--- src/rtl/ads_pkg.sv ---
// Purpose: shared constants and types of the converter transfer sequencer
// Assumes: one clock domain, asynchronous active-low reset
// Notes: instruction fields and store geometry live here only
`default_nettype none

package ads_pkg;

	// ****************************************
	// store geometry and widths
	// ****************************************
	localparam int STORE_DEPTH = 64;
	localparam int INSTR_W = 8;
	localparam int PTR_W = 6;
	localparam int ADDR_W = 16;
	localparam int DATA_W = 16;
	localparam int FIFO_DEPTH = 8;

	// ****************************************
	// instruction fields
	// ****************************************
	localparam int BIT_CONT = 7;
	localparam int BIT_DIFF = 6;
	localparam int BIT_SECOND = 5;
	localparam int BIT_FIRST = 4;
	localparam logic [2:0] REQ_NONE = 3'h0;

	// ****************************************
	// reset values and steps
	// ****************************************
	localparam logic [PTR_W-1:0] PTR_RESET = 6'h00;
	localparam logic [PTR_W-1:0] PTR_STEP = 6'h01;
	localparam logic [ADDR_W-1:0] ADDR_RESET = 16'h0000;
	localparam logic [ADDR_W-1:0] WORD_BYTES = 16'h0002;
	localparam logic [DATA_W-1:0] DATA_RESET = 16'h0000;
	localparam logic [INSTR_W-1:0] INSTR_RESET = 8'h00;

	typedef enum logic [5:0] {
		ST_IDLE = 6'b000001,
		ST_FETCH = 6'b000010,
		ST_WAIT = 6'b000100,
		ST_WORD1 = 6'b001000,
		ST_WORD2 = 6'b010000,
		ST_DONE = 6'b100000
	} ads_state_type;

	typedef struct packed {
		logic eoo;
		logic cont;
		logic want0;
		logic want1;
		logic two;
	} ads_dec_type;

	typedef struct packed {
		logic [ADDR_W-1:0] addr;
		logic [DATA_W-1:0] data;
	} ads_word_type;

endpackage

`default_nettype wire

--- src/rtl/ads_sequencer.sv ---
// Purpose: converter result sequencer writing words into data memory
// Assumes: converter done strobes are one-cycle pulses, synchronous
// Notes: a small fifo decouples the sequencer from memory back-pressure
`default_nettype none

// ****************************************
// fifo
// ****************************************
module ads_fifo #(
	parameter int WIDTH = 32,
	parameter int DEPTH = 8
) (
	input wire logic clk_i,
	input wire logic rst_n_i,
	input wire logic in_valid_i,
	output logic in_ready_o,
	input wire logic [WIDTH-1:0] in_data_i,
	output logic out_valid_o,
	input wire logic out_ready_i,
	output logic [WIDTH-1:0] out_data_o
);
	localparam int AW = $clog2(DEPTH);
	logic [WIDTH-1:0] mem [DEPTH];
	logic [AW:0] wr;
	logic [AW:0] rd;
	logic full;
	logic empty;
	logic push;
	logic pop;

	assign full = (wr[AW] != rd[AW]) && (wr[AW-1:0] == rd[AW-1:0]);
	assign empty = (wr == rd);
	assign in_ready_o = !full;
	assign out_valid_o = !empty;
	assign out_data_o = mem[rd[AW-1:0]];
	assign push = in_valid_i && !full;
	assign pop = out_ready_i && !empty;

	always_ff @(posedge clk_i) begin
		if (push) begin
			mem[wr[AW-1:0]] <= in_data_i;
		end
	end

	always_ff @(posedge clk_i or negedge rst_n_i) begin
		if (!rst_n_i) begin
			wr <= '0;
		end else if (push) begin
			wr <= wr + 1'b1;
		end
	end

	always_ff @(posedge clk_i or negedge rst_n_i) begin
		if (!rst_n_i) begin
			rd <= '0;
		end else if (pop) begin
			rd <= rd + 1'b1;
		end
	end

	// pointer distance is taken modulo the pointer width, so wrap is harmless
	fifo_count_a: assert property (@(posedge clk_i) disable iff (!rst_n_i)
		(AW+1)'(wr - rd) <= DEPTH)
		else $error("fifo holds more than its depth");
endmodule

// ****************************************
// sequencer top
// ****************************************
module ads_sequencer #(
	parameter int DEPTH = ads_pkg::STORE_DEPTH,
	parameter int BUF_DEPTH = ads_pkg::FIFO_DEPTH
) (
	input wire logic clk_i,
	input wire logic rst_n_i,
	input wire logic ptr_wr_i,
	input wire logic [ads_pkg::PTR_W-1:0] ptr_data_i,
	output logic [ads_pkg::PTR_W-1:0] instr_write_pointer_o,
	input wire logic port_wr_i,
	input wire logic port_rd_i,
	input wire logic [ads_pkg::INSTR_W-1:0] port_wdata_i,
	output logic [ads_pkg::INSTR_W-1:0] port_rdata_o,
	input wire logic enable_i,
	input wire logic [ads_pkg::ADDR_W-1:0] start_addr_i,
	input wire logic first_done_i,
	input wire logic [ads_pkg::DATA_W-1:0] first_result_i,
	input wire logic second_done_i,
	input wire logic [ads_pkg::DATA_W-1:0] second_result_i,
	output logic first_claim_o,
	output logic second_claim_o,
	output logic busy_o,
	output logic done_o,
	output logic mem_valid_o,
	input wire logic mem_ready_i,
	output logic [ads_pkg::ADDR_W-1:0] mem_addr_o,
	output logic [ads_pkg::DATA_W-1:0] mem_data_o
);
	localparam int WW = $bits(ads_pkg::ads_word_type);

	// decoding used by the executer and by the checks
	function automatic ads_pkg::ads_dec_type decode(
		input logic [ads_pkg::INSTR_W-1:0] code
	);
		ads_pkg::ads_dec_type d;
		d.eoo = (code[ads_pkg::BIT_DIFF:ads_pkg::BIT_FIRST]
			== ads_pkg::REQ_NONE);
		d.cont = code[ads_pkg::BIT_CONT];
		d.want0 = code[ads_pkg::BIT_FIRST] || code[ads_pkg::BIT_DIFF];
		d.want1 = code[ads_pkg::BIT_SECOND];
		d.two = d.want0 && d.want1;
		return d;
	endfunction

	// ****************************************
	// instruction store and pointer
	// ****************************************
	// sixty-four byte store
	logic [ads_pkg::INSTR_W-1:0] store [DEPTH];
	logic [ads_pkg::PTR_W-1:0] wptr;
	logic [ads_pkg::INSTR_W-1:0] rdata;
	logic port_access;

	assign port_access = port_wr_i || port_rd_i;
	assign instr_write_pointer_o = wptr;
	assign port_rdata_o = rdata;

	always_ff @(posedge clk_i) begin
		if (port_wr_i) begin
			store[wptr] <= port_wdata_i;
		end
	end

	always_ff @(posedge clk_i or negedge rst_n_i) begin
		if (!rst_n_i) begin
			rdata <= ads_pkg::INSTR_RESET;
		end else if (port_rd_i) begin
			rdata <= store[wptr];
		end
	end

	// six-bit wrap is natural overflow; a direct load wins
	always_ff @(posedge clk_i or negedge rst_n_i) begin
		if (!rst_n_i) begin
			wptr <= ads_pkg::PTR_RESET;
		end else if (ptr_wr_i) begin
			wptr <= ptr_data_i;
		end else if (port_access) begin
			wptr <= wptr + ads_pkg::PTR_STEP;
		end
	end

	// ****************************************
	// execution state
	// ****************************************
	ads_pkg::ads_state_type state;
	ads_pkg::ads_state_type next_state;
	logic [ads_pkg::PTR_W-1:0] ip;
	logic [ads_pkg::INSTR_W-1:0] instr;
	logic [ads_pkg::ADDR_W-1:0] dest;
	logic [ads_pkg::DATA_W-1:0] res0;
	logic [ads_pkg::DATA_W-1:0] res1;
	logic cap0;
	logic cap1;
	ads_pkg::ads_dec_type dec;
	logic have_all;
	logic push;
	logic in_ready;
	logic accepted;
	logic finish;
	ads_pkg::ads_word_type word;
	ads_pkg::ads_word_type out_word;

	assign dec = decode(instr);
	assign have_all = (cap0 || !dec.want0) && (cap1 || !dec.want1);
	// one word per WORD state, two or four bytes per transfer instruction, none for an end code
	assign push = (state == ads_pkg::ST_WORD1)
		|| (state == ads_pkg::ST_WORD2);
	assign accepted = push && in_ready;
	assign finish = accepted
		&& ((state == ads_pkg::ST_WORD2) || !dec.two);
	assign busy_o = (state != ads_pkg::ST_IDLE)
		&& (state != ads_pkg::ST_DONE);
	assign done_o = (state == ads_pkg::ST_DONE);
	// claims while in WAIT with an instruction that wants that converter, also after its result is caught
	assign first_claim_o = (state == ads_pkg::ST_WAIT) && dec.want0
		&& !dec.eoo;
	assign second_claim_o = (state == ads_pkg::ST_WAIT) && dec.want1
		&& !dec.eoo;

	always_comb begin
		next_state = state;
		unique case (state)
			ads_pkg::ST_IDLE: begin
				if (enable_i) begin
					next_state = ads_pkg::ST_FETCH;
				end
			end
			ads_pkg::ST_FETCH: begin
				next_state = ads_pkg::ST_WAIT;
			end
			ads_pkg::ST_WAIT: begin
				// end codes never reach a WORD state
				if (dec.eoo) begin
					next_state = dec.cont ? ads_pkg::ST_FETCH
						: ads_pkg::ST_DONE;
				end else if (have_all) begin
					next_state = ads_pkg::ST_WORD1;
				end
			end
			ads_pkg::ST_WORD1: begin
				if (in_ready) begin
					next_state = dec.two ? ads_pkg::ST_WORD2
						: ads_pkg::ST_FETCH;
				end
			end
			ads_pkg::ST_WORD2: begin
				if (in_ready) begin
					next_state = ads_pkg::ST_FETCH;
				end
			end
			ads_pkg::ST_DONE: begin
				next_state = ads_pkg::ST_DONE;
			end
			default: begin
				next_state = ads_pkg::ST_IDLE;
			end
		endcase
		if (!enable_i) begin
			next_state = ads_pkg::ST_IDLE;
		end
	end

	always_ff @(posedge clk_i or negedge rst_n_i) begin
		if (!rst_n_i) begin
			state <= ads_pkg::ST_IDLE;
		end else begin
			state <= next_state;
		end
	end

	// continuous flag wraps to entry zero
	always_ff @(posedge clk_i or negedge rst_n_i) begin
		if (!rst_n_i) begin
			ip <= ads_pkg::PTR_RESET;
		end else if (state == ads_pkg::ST_IDLE) begin
			ip <= ads_pkg::PTR_RESET;
		end else if (state == ads_pkg::ST_WAIT && dec.eoo) begin
			ip <= ads_pkg::PTR_RESET;
		end else if (finish) begin
			ip <= ip + ads_pkg::PTR_STEP;
		end
	end

	always_ff @(posedge clk_i or negedge rst_n_i) begin
		if (!rst_n_i) begin
			instr <= ads_pkg::INSTR_RESET;
		end else if (state == ads_pkg::ST_FETCH) begin
			instr <= store[ip];
		end
	end

	// load on enable, step two bytes per accepted word
	always_ff @(posedge clk_i or negedge rst_n_i) begin
		if (!rst_n_i) begin
			dest <= ads_pkg::ADDR_RESET;
		end else if (state == ads_pkg::ST_IDLE && enable_i) begin
			dest <= start_addr_i;
		end else if (accepted) begin
			dest <= dest + ads_pkg::WORD_BYTES;
		end
	end

	// results are only caught, no conversion is ever started
	// differential result arrives on the first converter
	always_ff @(posedge clk_i or negedge rst_n_i) begin
		if (!rst_n_i) begin
			cap0 <= 1'b0;
			res0 <= ads_pkg::DATA_RESET;
		end else if (first_claim_o && first_done_i && !cap0) begin
			cap0 <= 1'b1;
			res0 <= first_result_i;
		end else if (finish || state == ads_pkg::ST_IDLE) begin
			cap0 <= 1'b0;
		end
	end

	always_ff @(posedge clk_i or negedge rst_n_i) begin
		if (!rst_n_i) begin
			cap1 <= 1'b0;
			res1 <= ads_pkg::DATA_RESET;
		end else if (second_claim_o && second_done_i && !cap1) begin
			cap1 <= 1'b1;
			res1 <= second_result_i;
		end else if (finish || state == ads_pkg::ST_IDLE) begin
			cap1 <= 1'b0;
		end
	end

	// first word from first register if that converter is wanted, else and second word from second register
	always_comb begin
		word.addr = dest;
		if (state == ads_pkg::ST_WORD1 && dec.want0) begin
			word.data = res0;
		end else begin
			word.data = res1;
		end
	end

	// ****************************************
	// output buffer
	// ****************************************
	// a full buffer holds the sequencer in its WORD state
	ads_fifo #(
		.WIDTH(WW),
		.DEPTH(BUF_DEPTH)
	) u_fifo (
		.clk_i(clk_i),
		.rst_n_i(rst_n_i),
		.in_valid_i(push),
		.in_ready_o(in_ready),
		.in_data_i(word),
		.out_valid_o(mem_valid_o),
		.out_ready_i(mem_ready_i),
		.out_data_o(out_word)
	);

	assign mem_addr_o = out_word.addr;
	assign mem_data_o = out_word.data;

	// ****************************************
	// checks
	// ****************************************
	// pointer advance
	ptr_advance_a: assert property (@(posedge clk_i) disable iff (!rst_n_i)
		port_access && !ptr_wr_i |=> wptr == $past(wptr) + ads_pkg::PTR_STEP)
		else $error("write pointer did not advance");

	logic [ads_pkg::PTR_W-1:0] last_ptr;
	always_ff @(posedge clk_i or negedge rst_n_i) begin
		if (!rst_n_i) begin
			last_ptr <= ads_pkg::PTR_RESET;
		end else begin
			last_ptr <= wptr;
		end
	end

	store_write_a: assert property (@(posedge clk_i) disable iff (!rst_n_i)
		port_wr_i |=> store[last_ptr] == $past(port_wdata_i))
		else $error("port write not stored at pointer");

	read_return_a: assert property (@(posedge clk_i) disable iff (!rst_n_i)
		port_rd_i && !port_wr_i |=> port_rdata_o == store[last_ptr])
		else $error("port read returned wrong entry");

	eoo_no_write_a: assert property (@(posedge clk_i) disable iff (!rst_n_i)
		push |-> !dec.eoo)
		else $error("end code produced a memory word");

	cont_wrap_a: assert property (@(posedge clk_i) disable iff (!rst_n_i)
		state == ads_pkg::ST_WAIT && dec.eoo && dec.cont && enable_i
		|=> ip == ads_pkg::PTR_RESET && state == ads_pkg::ST_FETCH)
		else $error("continuous end code did not wrap");

	dest_step_a: assert property (@(posedge clk_i) disable iff (!rst_n_i)
		accepted |=> dest == $past(dest) + ads_pkg::WORD_BYTES)
		else $error("destination did not step by one word");

	dest_load_a: assert property (@(posedge clk_i) disable iff (!rst_n_i)
		state == ads_pkg::ST_IDLE && enable_i
		|=> dest == $past(start_addr_i))
		else $error("destination not loaded on enable");

	pair_order_a: assert property (@(posedge clk_i) disable iff (!rst_n_i)
		state == ads_pkg::ST_WORD1 && in_ready && dec.two && enable_i
		|=> state == ads_pkg::ST_WORD2 && word.data == res1)
		else $error("second word did not follow the first");

	single_word_a: assert property (@(posedge clk_i) disable iff (!rst_n_i)
		state == ads_pkg::ST_WORD1 && in_ready && !dec.two && enable_i
		|=> state == ads_pkg::ST_FETCH)
		else $error("single instruction wrote more than one word");

	claim_free_a: assert property (@(posedge clk_i) disable iff (!rst_n_i)
		state != ads_pkg::ST_WAIT |-> !first_claim_o && !second_claim_o)
		else $error("converter claimed outside wait");
endmodule

`default_nettype wire

--- config.mk ---
export PLATFORM = sky130hd
export DESIGN_NAME = ads_sequencer
export DESIGN_NICKNAME = d
export VERILOG_FILES = /design/src/rtl/ads_pkg.sv /design/src/rtl/ads_sequencer.sv
export SDC_FILE = /design/constraint.sdc
export NUM_CORES = 1
export LEC_CHECK = 0
export ABC_AREA = 1
export BUFFER_PORTS_ARGS = -buffer_cell sky130_fd_sc_hd__buf_2
export CAP_MARGIN = 20
export CORE_UTILIZATION = 25
export CTS_BUF_LIST = sky130_fd_sc_hd__clkbuf_16
export CTS_CLUSTER_DIAMETER = 40
export DETAILED_ROUTE_END_ITERATION = 8
export HOLD_SLACK_MARGIN = 0.05
export PLACE_DENSITY = 0.49
export SLEW_MARGIN = 20
export SYNTH_ARGS = -nofsm -noshare
export SYNTH_HDL_FRONTEND = slang
export SYNTH_SLANG_ARGS = --single-unit
--- constraint.sdc ---
create_clock -name clk_i -period 6.95 [get_ports clk_i]
set_input_delay 1.0425 -clock clk_i [delete_from_list [all_inputs] [get_ports clk_i]]
set_output_delay 1.0425 -clock clk_i [all_outputs]
set_load 0.01 [all_outputs]
==> impl_metrics.yaml <==
cts:
  cts_buffer_depth: 3
  cts_buffers: 119
  cts.sinks: 856
  h-tree-depth: 3
  insertion_delay_ns: 0.74
  path_clk_slew_ns: 0.06
  cts_setup_buffers: 0
  root_buffer: "clkbuf_16"
  cts-resized-gates: 0
  cts_hold_buf: 0
  cts_tree: "built"
setup_path:
  r2r_slack_ns: 2.69
  worstReg2RegStart: "instr_write_pointer_o[0]"
  timing.rr.end: "store[19][3]"
  r2r_cells: 3
  path_class: "reg2out"
  crit_path_end_kind: "primary output"
  worstPathRequired_ns: 5.91
  crit_path_start_kind: "flop"
  arrival_ns: 3.66
  critPathMaxFanout: 66
synthesis:
  yosysSeqAreaShare_pct: 65.7
  synth_area_per_cell_um2: 9.88
  synth_nets: 3969
  ys_types: 41
  synthCells: 3893
  synth_area_um2: 38400
  ys_warn_count: 0
  ys_ff_latch: 856
sta:
  setup_violations: 0
  worst_pin_slew_ns: 1.41
  clock_skew_ns: 0.0368
  fmax_mhz: 213
  finalMaxSlewViolations: 0
  finalCriticalPeriod_ns: 4.70
  finalCritPeriodShare_pct: 67.7
  grt_setup_unrepaired: "no"
  whs_ns: 0.334
  slew_headroom_pct: 6.15
  hold_viol: 0
  tns_ns: 0
finish:
  area_growth_syn_to_layout_pct: 17.6
  final_cell_mix: "1436 x nand2_1, 768 x edfxtp_1, 382 x nor2_1"
  final_common_cell: "nand2_1"
  filler_cell_count: 15775
  drive_gt1_share_pct: 11.4
  final_nets: 4047
  diodes: 0
die:
  core_um2: 152000
  io_pins: 122
  fp-row-count: 143
  start_util_pct: 25.3
  die_h_um: 394
  die_x_um: 394
  dieArea_um2: 155000
power:
  p_comb_share_pct: 17.7
  p_sw_mw: 4.67
  powerDensity_nw_per_um2: 336
  p_leak_nw: 17.7
  clockPowerShare_pct: 41.3
  ir_drop_mv: 0.219
  switching_share_pct: 30.8
  p_int_mw: 10.5
  pwr-share-seq_pct: 41.0
grt:
  antenna_found_initial: 6
  grt_max_degree: 199
  grt_pass1_vias: 27323
  grt_usage_pct: 15.1
  grt-ovfl-total: 0
  grt_pass1_wl_um: 178000
place:
  routabilityCongestion: 0.814
  io_buffers: 121
  place_hpwl_um: 69700
drt:
  ant_nets: 0
  post-route-drc-count: 0
  wl_per_cell_um: 19.5
  dr.pass1.iters: 5
  drt_first_iter_violations: 2400
  vias: 27961
  viasPerCell: 4.58
  wirelength_um: 119000
status:
  outcome: "completed"
job:
  drv_cap: 0
min_path:
  hold_path_class: "in2async"
==> how the worst max path moves through the flow <==
| stage | startpoint | to | slack [ns] | cells after the start |
|---|---|---|---|---|
| 3_5_place_dp | u_fifo.rd[0] | mem_addr_o[1] | 2.94 | 7 |
| 3_3_place_gp | u_fifo.rd[0] | mem_addr_o[1] | 2.95 | 7 |
| 4_1_cts | u_fifo.rd[0] | mem_addr_o[1] | 2.15 | 7 |
| 5_1_grt | u_fifo.rd[0] | mem_addr_o[1] | 1.95 | 7 |
| 2_1_floorplan | state[4] | u_fifo.mem[4][0] | 3.00 | 6 |
| 6_report | u_fifo.rd[0] | mem_addr_o[1] | 2.25 | 7 |
==> layout make-up <==
class                           instances  area (um^2)  area share (%)
Clock buffer                          121         3030            6.70
Clock inverter                        107         1100            2.43
Inverter                              214          811            1.79
Multi-Input combinational cell       2614        11500            25.4
Sequential cell                       856        25300            55.9
Tap cell                             2030         2540            5.62
Timing Repair Buffer                  166          958            2.12
==> through the flow <==
step                cell area, um^2  std cells  utilization, %  setup slack, ns  power, mW
floorplan                     38400       3893               -             3.00       7.93
global placement              41100       5880            27.0             2.95       9.03
detailed placement            41100       5880            27.0             2.94       9.03
CTS                           45200       6108            29.7             2.15       15.3
global route                  45200       6108            29.7             1.95       15.8
finish                        45200       6108            29.7             2.25       15.2
==> synth_stat cells <==
library cell     n  share of area [%]
mux2_1           1              0.029
nor3_1          25               0.33
o21ai_4          1              0.042
a21boi_0         2              0.039
o21ai_0        289                3.8
ha_1             5               0.16
clkinv_1         5              0.049
nor2_2           2              0.033
dfrtp_1         87                5.7
buf_6            2              0.059
or2_2           11               0.18
nor3_2           2              0.052
nand3_1        222                2.9
xnor2_1          3              0.068
a21boi_1         1              0.020
a31oi_1         36               0.59
clkbuf_1        81               0.79
nand2_1       1436                 14
a21oi_1         45               0.59
mux2_2          47                1.4
o22ai_1         43               0.70
nand4_1         11               0.18
o211ai_1         1              0.020
xor2_1          15               0.34
inv_1          203                2.0
o21ai_1         18               0.23
buf_4           11               0.21
a211oi_1         1              0.020
nand3_4          2              0.091
o41ai_1          1              0.023
nand2_2          2              0.033
nor2_1         386                3.8
edfxtp_1       768                 60
nand3_2          2              0.052
a2bb2oi_1        1              0.023
buf_1           25               0.24
nand2_4          1              0.029
inv_2            6              0.059
buf_2           90                1.2
dfstp_2          1              0.068
and3_1           2              0.033
==> power groups by stage <==
stage | clock (mW) | combinational [mW] | sequential (mW)
3_3_place_gp | 0 | 2.70 | 6.33
6_report | 6.27 | 2.68 | 6.22
3_5_place_dp | 0 | 2.70 | 6.33
5_1_grt | 6.58 | 3.00 | 6.26
2_1_floorplan | 0 | 1.81 | 6.12
4_1_cts | 6.38 | 2.71 | 6.23
==> registers in the layout (all words and copies together) (netlist names) <==
register,cells
cap0,1
dest,16
ip,6
instr,4
res0,16
u_fifo.rd,4
u_fifo.wr,4
cap1,1
port_rdata_o,8
u_fifo.mem,256
instr_write_pointer_o,6
state,6
store,512
res1,16
==> kinds of logic after synthesis <==
family | after synthesis | share of synthesized area, %
AO/OA/AOI/OAI | 439 | 6.05
AND/OR/NAND/NOR | 2104 | 21.7
multiplexers | 48 | 1.41
adder cells (fa/ha/maj) | 5 | 0.163
buffers and inverters | 423 | 4.57
XOR/XNOR | 18 | 0.410
flip-flops | 856 | 65.7
==> worst max-delay path: stages (launching register included) <==
cell and delay, ns:
dfrtp_4 0.75, clkinv_2 0.90, buf_4 0.53, o21ai_0 0.17
o22ai_1 0.09, nor2_1 0.09, a31oi_1 0.09, buf_2 0.22
==> layer usage <==
metal	global-route usage, %	wire (um)
met5	0	0
met4	3.85	2730
met3	2.70	7690
met2	24.2	54600
met1	20.9	54000
(Power assumes the default switching activity.)
